**src/hw/rbt_pkg.sv**
```systemverilog
package rbt_pkg;
   localparam int DATA_W = 8;
   localparam int LOG_DEPTH = 8;
   localparam int AXI_AW = 8;
   localparam int CTRL_W = 4;

   localparam logic [AXI_AW-1:0] ADDR_CTRL = 8'h00;
   localparam logic [AXI_AW-1:0] ADDR_AREG = 8'h04;
   localparam logic [AXI_AW-1:0] ADDR_BREG = 8'h08;
   localparam logic [AXI_AW-1:0] ADDR_LIVE = 8'h0c;
   localparam logic [AXI_AW-1:0] ADDR_LOG = 8'h10;
   localparam logic [AXI_AW-1:0] ADDR_STAT = 8'h14;

   localparam logic [1:0] RESP_OKAY = 2'h0;
   localparam logic [1:0] RESP_SLVERR = 2'h2;

   localparam int LOG_VALID_BIT = 31;
   localparam int STAT_OVF_BIT = 0;
   localparam int STAT_EMPTY_BIT = 1;

   typedef struct packed {
      logic b_output_source_select;
      logic a_output_source_select;
      logic flow_toward_b;
      logic bus_drive_enable_n;
   } rbt_ctrl_t;

   localparam rbt_ctrl_t CTRL_RESET = '{1'b0, 1'b0, 1'b0, 1'b1};

   typedef struct packed {
      logic got_b;
      logic got_a;
      logic [DATA_W-1:0] b_data;
      logic [DATA_W-1:0] a_data;
   } rbt_log_t;

   localparam int LOG_W = $bits(rbt_log_t);
endpackage

```
**src/hw/rbt_top.sv**
```systemverilog
// Implementation choices: the address map and the AXI4-Lite slave port.
`timescale 1ns/100ps

module rbt_fifo #(
   parameter int WIDTH = 8,
   parameter int DEPTH = 8
) (
   input wire logic aclk,
   input wire logic aresetn,
   input wire logic in_valid,
   output logic in_ready,
   input wire logic [WIDTH-1:0] in_data,
   output logic out_valid,
   input wire logic out_ready,
   output logic [WIDTH-1:0] out_data
);
   localparam int AW = $clog2(DEPTH);
   logic [WIDTH-1:0] mem [DEPTH];
   logic [AW:0] wr_q;
   logic [AW:0] rd_q;

   assign out_valid = (wr_q != rd_q);
   assign in_ready = (wr_q[AW-1:0] != rd_q[AW-1:0]) || (wr_q[AW] == rd_q[AW]);
   assign out_data = mem[rd_q[AW-1:0]];

   always_ff @(posedge aclk) begin
      if (in_valid && in_ready) begin
         mem[wr_q[AW-1:0]] <= in_data;
      end
   end

   always_ff @(posedge aclk) begin
      if (!aresetn) begin
         wr_q <= '0;
      end else if (in_valid && in_ready) begin
         wr_q <= wr_q + 1'b1;
      end
   end

   always_ff @(posedge aclk) begin
      if (!aresetn) begin
         rd_q <= '0;
      end else if (out_valid && out_ready) begin
         rd_q <= rd_q + 1'b1;
      end
   end
endmodule

module rbt_top (
   input wire logic aclk,
   input wire logic aresetn,
   input wire logic a_to_b_capture_clock,
   input wire logic b_to_a_capture_clock,
   input wire logic [rbt_pkg::DATA_W-1:0] port_a_lines_sense,
   output logic [rbt_pkg::DATA_W-1:0] port_a_lines_drive,
   output logic port_a_lines_oe_n,
   input wire logic [rbt_pkg::DATA_W-1:0] port_b_lines_sense,
   output logic [rbt_pkg::DATA_W-1:0] port_b_lines_drive,
   output logic port_b_lines_oe_n,
   output logic capture_log_ready,
   input wire logic [rbt_pkg::AXI_AW-1:0] s_axi_awaddr,
   input wire logic s_axi_awvalid,
   output logic s_axi_awready,
   input wire logic [31:0] s_axi_wdata,
   input wire logic [3:0] s_axi_wstrb,
   input wire logic s_axi_wvalid,
   output logic s_axi_wready,
   output logic [1:0] s_axi_bresp,
   output logic s_axi_bvalid,
   input wire logic s_axi_bready,
   input wire logic [rbt_pkg::AXI_AW-1:0] s_axi_araddr,
   input wire logic s_axi_arvalid,
   output logic s_axi_arready,
   output logic [31:0] s_axi_rdata,
   output logic [1:0] s_axi_rresp,
   output logic s_axi_rvalid,
   input wire logic s_axi_rready
);
   localparam int W = rbt_pkg::DATA_W;

   function automatic logic addr_mapped(input logic [rbt_pkg::AXI_AW-1:0] addr);
      return addr inside {rbt_pkg::ADDR_CTRL, rbt_pkg::ADDR_AREG, rbt_pkg::ADDR_BREG,
                          rbt_pkg::ADDR_LIVE, rbt_pkg::ADDR_LOG, rbt_pkg::ADDR_STAT};
   endfunction

   function automatic logic [W-1:0] pick_source(input logic stored_sel,
                                                input logic [W-1:0] live,
                                                input logic [W-1:0] stored);
      return stored_sel ? stored : live;
   endfunction

   rbt_pkg::rbt_ctrl_t ctrl_q;
   logic [2:0] clk_ab_sync_q;
   logic [2:0] clk_ba_sync_q;
   logic [W-1:0] a_meta_q;
   logic [W-1:0] a_live_q;
   logic [W-1:0] b_meta_q;
   logic [W-1:0] b_live_q;
   logic [W-1:0] a_reg_q;
   logic [W-1:0] b_reg_q;
   logic edge_ab;
   logic edge_ba;
   logic drive_a_d;
   logic drive_b_d;
   logic ovf_q;
   rbt_pkg::rbt_log_t log_in;
   rbt_pkg::rbt_log_t log_out;
   logic log_push;
   logic log_out_valid;
   logic log_pop;
   logic wr_go;
   logic rd_go;

   // Pins are asynchronous; data and clock take equal sync depth so they stay aligned
   always_ff @(posedge aclk) begin
      a_meta_q <= port_a_lines_sense;
      a_live_q <= a_meta_q;
      b_meta_q <= port_b_lines_sense;
      b_live_q <= b_meta_q;
   end

   always_ff @(posedge aclk) begin
      if (!aresetn) begin
         clk_ab_sync_q <= '0;
         clk_ba_sync_q <= '0;
      end else begin
         clk_ab_sync_q <= {clk_ab_sync_q[1:0], a_to_b_capture_clock};
         clk_ba_sync_q <= {clk_ba_sync_q[1:0], b_to_a_capture_clock};
      end
   end

   assign edge_ab = clk_ab_sync_q[1] && !clk_ab_sync_q[2];
   assign edge_ba = clk_ba_sync_q[1] && !clk_ba_sync_q[2];

   // capture on edges; no gating by enable or direction
   // no reset on the stored bytes; all eight bits as one vector
   always_ff @(posedge aclk) begin
      if (edge_ab) begin
         a_reg_q <= a_live_q;
      end
   end

   always_ff @(posedge aclk) begin
      if (edge_ba) begin
         b_reg_q <= b_live_q;
      end
   end

   // enables come from control bits only
   assign drive_a_d = !ctrl_q.bus_drive_enable_n && !ctrl_q.flow_toward_b;
   assign drive_b_d = !ctrl_q.bus_drive_enable_n && ctrl_q.flow_toward_b;

   always_ff @(posedge aclk) begin
      if (!aresetn) begin
         port_a_lines_oe_n <= 1'b1;
         port_b_lines_oe_n <= 1'b1;
      end else begin
         port_a_lines_oe_n <= !drive_a_d;
         port_b_lines_oe_n <= !drive_b_d;
      end
   end

   // live or stored source per port
   always_ff @(posedge aclk) begin
      if (!aresetn) begin
         port_a_lines_drive <= '0;
         port_b_lines_drive <= '0;
      end else begin
         port_a_lines_drive <= pick_source(ctrl_q.a_output_source_select, b_live_q, b_reg_q);
         port_b_lines_drive <= pick_source(ctrl_q.b_output_source_select, a_live_q, a_reg_q);
      end
   end

   // Capture log; captures never stall, so a full log drops and flags overflow
   assign log_in = '{got_b: edge_ba, got_a: edge_ab, b_data: b_live_q, a_data: a_live_q};
   assign log_push = edge_ab || edge_ba;

   rbt_fifo #(.WIDTH(rbt_pkg::LOG_W), .DEPTH(rbt_pkg::LOG_DEPTH)) u_log (
      .aclk(aclk),
      .aresetn(aresetn),
      .in_valid(log_push),
      .in_ready(capture_log_ready),
      .in_data(log_in),
      .out_valid(log_out_valid),
      .out_ready(log_pop),
      .out_data(log_out)
   );

   // AXI4-Lite write: both channels taken together once no response is pending
   assign wr_go = s_axi_awvalid && s_axi_wvalid && !s_axi_bvalid;
   assign s_axi_awready = wr_go;
   assign s_axi_wready = wr_go;

   always_ff @(posedge aclk) begin
      if (!aresetn) begin
         ctrl_q <= rbt_pkg::CTRL_RESET;
      end else if (wr_go && s_axi_awaddr == rbt_pkg::ADDR_CTRL && s_axi_wstrb[0]) begin
         ctrl_q <= rbt_pkg::rbt_ctrl_t'(s_axi_wdata[rbt_pkg::CTRL_W-1:0]);
      end
   end

   // Overflow sticky: a new drop in the clearing cycle wins
   always_ff @(posedge aclk) begin
      if (!aresetn) begin
         ovf_q <= 1'b0;
      end else if (log_push && !capture_log_ready) begin
         ovf_q <= 1'b1;
      end else if (wr_go && s_axi_awaddr == rbt_pkg::ADDR_STAT && s_axi_wstrb[0]
                   && s_axi_wdata[rbt_pkg::STAT_OVF_BIT]) begin
         ovf_q <= 1'b0;
      end
   end

   always_ff @(posedge aclk) begin
      if (!aresetn) begin
         s_axi_bvalid <= 1'b0;
         s_axi_bresp <= rbt_pkg::RESP_OKAY;
      end else if (wr_go) begin
         s_axi_bvalid <= 1'b1;
         s_axi_bresp <= addr_mapped(s_axi_awaddr) ? rbt_pkg::RESP_OKAY : rbt_pkg::RESP_SLVERR;
      end else if (s_axi_bready) begin
         s_axi_bvalid <= 1'b0;
      end
   end

   // AXI4-Lite read; reading the log pops one entry
   assign rd_go = s_axi_arvalid && !s_axi_rvalid;
   assign s_axi_arready = rd_go;
   assign log_pop = rd_go && s_axi_araddr == rbt_pkg::ADDR_LOG;

   always_ff @(posedge aclk) begin
      if (!aresetn) begin
         s_axi_rvalid <= 1'b0;
         s_axi_rdata <= '0;
         s_axi_rresp <= rbt_pkg::RESP_OKAY;
      end else if (rd_go) begin
         s_axi_rvalid <= 1'b1;
         s_axi_rresp <= addr_mapped(s_axi_araddr) ? rbt_pkg::RESP_OKAY : rbt_pkg::RESP_SLVERR;
         s_axi_rdata <= '0;
         case (s_axi_araddr)
            rbt_pkg::ADDR_CTRL: s_axi_rdata[rbt_pkg::CTRL_W-1:0] <= ctrl_q;
            rbt_pkg::ADDR_AREG: s_axi_rdata[W-1:0] <= a_reg_q;
            rbt_pkg::ADDR_BREG: s_axi_rdata[W-1:0] <= b_reg_q;
            rbt_pkg::ADDR_LIVE: s_axi_rdata[2*W-1:0] <= {b_live_q, a_live_q};
            rbt_pkg::ADDR_LOG: begin
               if (log_out_valid) begin
                  s_axi_rdata[rbt_pkg::LOG_W-1:0] <= log_out;
                  s_axi_rdata[rbt_pkg::LOG_VALID_BIT] <= 1'b1;
               end
            end
            rbt_pkg::ADDR_STAT: begin
               s_axi_rdata[rbt_pkg::STAT_OVF_BIT] <= ovf_q;
               s_axi_rdata[rbt_pkg::STAT_EMPTY_BIT] <= !log_out_valid;
            end
            default: s_axi_rdata <= '0;
         endcase
      end else if (s_axi_rready) begin
         s_axi_rvalid <= 1'b0;
      end
   end
endmodule

```
**config.mk**
```make
export PLATFORM = sky130hd
export DESIGN_NAME = rbt_top
export DESIGN_NICKNAME = d
export VERILOG_FILES = /design/src/hw/rbt_pkg.sv /design/src/hw/rbt_top.sv
export SDC_FILE = /design/constraint.sdc
export NUM_CORES = 1
export LEC_CHECK = 0
export ABC_AREA = 1
export BUFFER_PORTS_ARGS = -buffer_cell sky130_fd_sc_hd__buf_4
export CORE_ASPECT_RATIO = 1.4
export CORE_MARGIN = 10
export CORE_UTILIZATION = 35
export DETAILED_ROUTE_END_ITERATION = 10
export GPL_ROUTABILITY_DRIVEN = 0
export HOLD_SLACK_MARGIN = 0.12
export PLACE_DENSITY = 0.57
export SLEW_MARGIN = 20
export SYNTH_ARGS = -nofsm -noshare
export SYNTH_HDL_FRONTEND = slang
export SYNTH_SLANG_ARGS = --single-unit
```
**constraint.sdc**
```tcl
create_clock -name aclk -period 5.4 [get_ports aclk]
set_input_delay 1.35 -clock aclk [delete_from_list [all_inputs] [get_ports aclk]]
set_output_delay 1.35 -clock aclk [all_outputs]
set_load 0.02 [all_outputs]
```
Word-level counts from Yosys, hierarchy flattened
Memories as Yosys holds them, arrays and structs flattened. A register that Yosys moved wholly into a read port is not among the register bits.
Cells that the tools add are included.
Word-level totals
  register bits after elaboration: 110
  bits in writable memories: 144
  input bits: 77
  output and inout port bits: 60
  logic and storage cells: 97
  memories kept: 1
Memories
  u_log.mem: words 8, bits a word 18, read ports 1, clocked after Yosys merged registers in 1, wr ports 1, RTL line rbt_top.sv:18  | logic [WIDTH-1:0] mem [DEPTH];
Operators by class
  add/sub/neg operators: 2
  equality and inequality tests: 13
  multiplexer cells: 22
  reductions and logical operators: 35
Operators with widths (count)
  equality test 8 x 4 -> 1 bit (second input constant): 4
  equality test 8 x 5 -> 1 bit (second input constant): 4
  two-way mux 18 bit: 1
  equality test 8 x 3 -> 1 bit (second input constant): 2
  logical AND 1 bit: 16
  logical NOT 8 bit: 2
  two-way mux 8 bit: 2
  case mux 4 bit (4 select lines): 1
  case mux 8 bit (2 select lines): 1
  case mux 2 bit (6 select lines): 1
  nonzero test 6 bit: 2
  logical NOT 1 bit: 10
  two-way mux 1 bit: 10
  case mux 2 bit (5 select lines): 1
  adder 4 x 1 -> 4 bit (second input constant): 2
  two-way mux 2 bit: 3
  two-way mux 3 bit: 2
  nonzero test 2 bit: 3
  != test 4 bit: 1
  != test 3 bit: 1
  logical OR 1 bit: 2
  equality test 1 bit: 1

Logic depth before layout (Yosys ltp)
  depth after elaboration: 7
  mapped depth: 12

Modules after synthesis
From an unflattened synthesis, not the netlist that was laid out.
Second synthesis, totals
  cell total of the unflattened synthesis: 964
  area total of the unflattened synthesis: 10000.8 um^2
Modules (own cells, without submodules)
  rbt_fifo: times used 1, cells each 542, area each 6283.5 um^2, sequential area each 4544.4 um^2
  rbt_top: times used 1, cells each 422, area each 3717.3 um^2, sequential area each 2162.1 um^2

Worst setup path after synthesis
No wires, ideal clock.
  kind: input -> output
  start: input s_axi_awvalid
  end: output s_axi_wready
  arrival time: 1842 ps
  data required time: 4050 ps
  setup slack: 2208 ps
  stages on the path: 3
  buffers on the path: 1
  cell sequence: nand2_1 -> nor2_2 -> buf_4
Between the ends
  word-level cells in the longest chain between the ends: 2
RTL lines
  start: declaration: RTL line rbt_top.sv:62  | input wire logic s_axi_awvalid,
  logical AND 1 bit (2 in a row): RTL line rbt_top.sv:190  | assign wr_go = s_axi_awvalid && s_axi_wvalid && !s_axi_bvalid;
  end: declaration: RTL line rbt_top.sv:67  | output logic s_axi_wready,
No other way between the ends.

Final worst setup path
  start: input s_axi_arvalid
  end: output s_axi_arready
Between the ends
  word-level cells in the longest chain between the ends: 1
RTL lines
  start: declaration: RTL line rbt_top.sv:72  | input wire logic s_axi_arvalid,
  logical AND 1 bit: RTL line rbt_top.sv:227  | assign rd_go = s_axi_arvalid && !s_axi_rvalid;
  end: declaration: RTL line rbt_top.sv:73  | output logic s_axi_arready,
No other way between the ends.

==> out/qor.csv <==
metric,value,unit
max-clock-path-buffers,3,
place_area,10890,um2
finish.instance_area,11750,um2
start_util,35.28,%
num_io_pins,137,
setup-tns-final,0,ns
r2r-start,u_log.wr_q[2],
synth.cell_area,9988,um2
clock_power_share,43.8,%
tritoncts_clock_tree,built,
report.final.hold_viol_count,0,
grt_first_pass_wirelength,38.52,mm
layout.nets,1110,
critical_path.startpoint,s_axi_arvalid,
cell_types_occupying_the_most_area_after_synthesis,"sky130_fd_sc_hd__edfxtp_1 (48%), sky130_fd_sc_hd__dfxtp_1 (19%), sky130_fd_sc_hd__nand2_1 (7.4%)",
place_hpwl,16.00,mm
crit_arrival,2.25,ns
drv.max_cap_violation_count,0,
worstHoldStart,a_meta_q[4],
core_region_area,28310,um2
rsz0062_at_grt,no,
final_cell_count_no_fill,1424,
critPathMaxStageDelay,0.51,ns
post_synth_inst_count,941,
timing.hold.worst.class,reg -> reg,
detailedRoute.firstIterationViolations,433,
cts_buffers,24,
fmaxAchievable,0.2779,GHz
crit_path_leading_delay_family,simple AND/OR/NAND/NOR gates,
pwr-share-comb,4.3,%
cts-hold-fix-buffers,0,
grt_start_max_net_pins,73,
crit_path_max_fanout,18,
route.detailed.vias_per_inst,4.741,
worst_ir_drop_vdd,0.2899,mV
yosys-top-cells-count,"sky130_fd_sc_hd__nand2_1 (198), sky130_fd_sc_hd__edfxtp_1 (160), sky130_fd_sc_hd__nor2_1 (146)",
pre_cts_slack,1.810,ns
maxSlewViolCount,0,
power_switching_share,21.68,%
share_seq_of_total_power,51.9,%
numPortBuffers,90,
fraction_of_final_layout_cells_sized_beyond_drive_strength_1,18.11,%
drt-wirelength-per-cell,17.81,um
synth.yosys.warnings,0,
most_repeated_cell_in_the_gate_level_netlist_after_synthesis,sky130_fd_sc_hd__nand2_1,
final.setup_skew,0.03123,ns
critPathCaptureType,output pin,
routed_wirelength,25.36,mm
transition_time_of_the_tightest_slew_check_pin,0.9696,ns
power_leakage,4.551,nW
holdWs,0.3217,ns
clock_tree.htree_level_count,1,
power.density_cell_area,351.9,nW/um2
root_buffer,sky130_fd_sc_hd__clkbuf_16,
yosys.area.top_type_share,48.10,%
cts.repair.resized,0,
run_status,"finished, final reports clean",
synthToLayoutAreaGrowth,17.66,%
slowest_stage,sky130_fd_sc_hd__nor2_4,
rows,73,
power_switching,0.8968,mW
worstHoldEndpoint,a_live_q[4],
first_pass_iteration_count_of_the_detailed_router,5,
total_power,4.136,mW
rrSetupSlack,3.07,ns
number_of_global_route_vias_before_repair,6675,
synthesis.area_per_instance,10.61,um2
die_height,219.9,um
worstPathRequired,4.05,ns
synth_ff_type,sky130_fd_sc_hd__edfxtp_1,
final_util,41.51,%
crit_path_frequent_cell,sky130_fd_sc_hd__buf_4,
antenna_cells,0,
ys_types,42,
synth_edf_count,160,
drc,0,
num_vias,6751,
worst_r2r_endpoint,u_log.mem[6][14],
globalRoute.totalOverflow,0,
die_width,162.8,um
place.detailed.instances,1380,
ys_seq_elements,255,
design.die.area,35790,um2
grtUsageTotal,13.88,%
post_cts_buffers,0,
final_antenna_net_count,0,
relSlewSlack,35.29,%
antenna_found_initial,0,
cp-start-kind,input pin,
min_period_over_period,66.64,%
cts_num_sinks,255,
yosys.area.top_type,sky130_fd_sc_hd__edfxtp_1,
path_cells,buf_4 > inv_1 > nor2_4 > buf_4,
finalWorstSetupSlack,1.802,ns
whs_path_depth,0,
intPower,3.239,mW
final.min_clock_period,3.598,ns
buffering_stage_count_on_the_worst_path_with_inverters_included,3,
path_clk_slew,0.07,ns
setup.worst_path.class,in -> out,
setup-violations-final,0,
synth_seq_area_share,67.14,%
clk_latency,0.54,ns
async_flop_share,0,%
timing.reg2reg.worst_path_depth,9,
cells by family (layout without fill, tap and decap cells):
logic type / after synthesis / in the layout / share of synthesized area [%]
XOR/XNOR: 2 / 2 / 0.1754
adder cells (fa/ha/maj): 2 / 2 / 0.2505
AO/OA/AOI/OAI: 168 / 168 / 9.057
buffers and inverters: 110 / 204 / 6.238
AND/OR/NAND/NOR: 403 / 403 / 17.10
flip-flops: 255 / 255 / 67.14
other: 1 / 15 / 0.03754
worst max path at each step:
stage | to | cells after the start | slack (ns)
3_3_place_gp | s_axi_arready | 4 | 1.80
3_5_place_dp | s_axi_arready | 4 | 1.81
6_report | s_axi_arready | 4 | 1.80
5_1_grt | s_axi_arready | 4 | 1.76
4_1_cts | s_axi_arready | 4 | 1.81
2_1_floorplan | s_axi_wready | 3 | 2.21
state kept, by name (all words and copies together) (netlist names), 3 cells and up, named ones only:
signal              flops
a_meta_q                8
b_live_q                8
clk_ab_sync_q           3
a_reg_q                 8
s_axi_rdata            19
u_log.rd_q              4
clk_ba_sync_q           3
u_log.mem             144
u_log.wr_q              4
b_reg_q                 8
ctrl_q                  4
port_b_lines_drive      8
a_live_q                8
port_a_lines_drive      8
b_meta_q                8
layout by cell type, fill, tap and decap left out, drive strengths merged, types with 2 or more instances in the layout:
cell type / instances
bufinv: 4
inv: 56
a211oi: 3
dfxtp: 95
edfxtp: 160
nand3: 28
o221ai: 2
ha: 2
nor3: 9
o22ai: 9
conb: 15
clkbuf: 29
nand2: 208
clkinvlp: 3
nor2: 154
o21ai: 98
a21oi: 54
buf: 104
clkinv: 8
power groups by stage:
stage / Sequential [mW] / Combinational (mW) / Clock, mW
2_1_floorplan: 2.19 / 0.0946 / 0
3_3_place_gp: 2.19 / 0.177 / 0
3_5_place_dp: 2.19 / 0.178 / 0
4_1_cts: 2.15 / 0.179 / 1.85
5_1_grt: 2.15 / 0.193 / 1.93
6_report: 2.15 / 0.176 / 1.81
cell type report:
type / instances / area, um2
fillers: 2761 / 16560
flip-flops and latches: 255 / 6710
multi-input cells: 590 / 2716
repair buffers: 104 / 780.7
clock buffers: 29 / 649.4
well taps: 375 / 469.2
inverters: 56 / 217.7
clock inverters: 15 / 209.0
layer usage:
metal | share of wire, % | track usage (%) | wire, um | vias to the layer above
met5 | 0 | 0 | 0 | -
met4 | 3.1 | 5.572 | 774 | 0
met3 | 5.7 | 2.409 | 1458 | 45
met2 | 50 | 24.41 | 12790 | 194
met1 | 41 | 16.42 | 10340 | 3212
li1 | - | - | - | 3300
(Power assumes the default switching activity.)
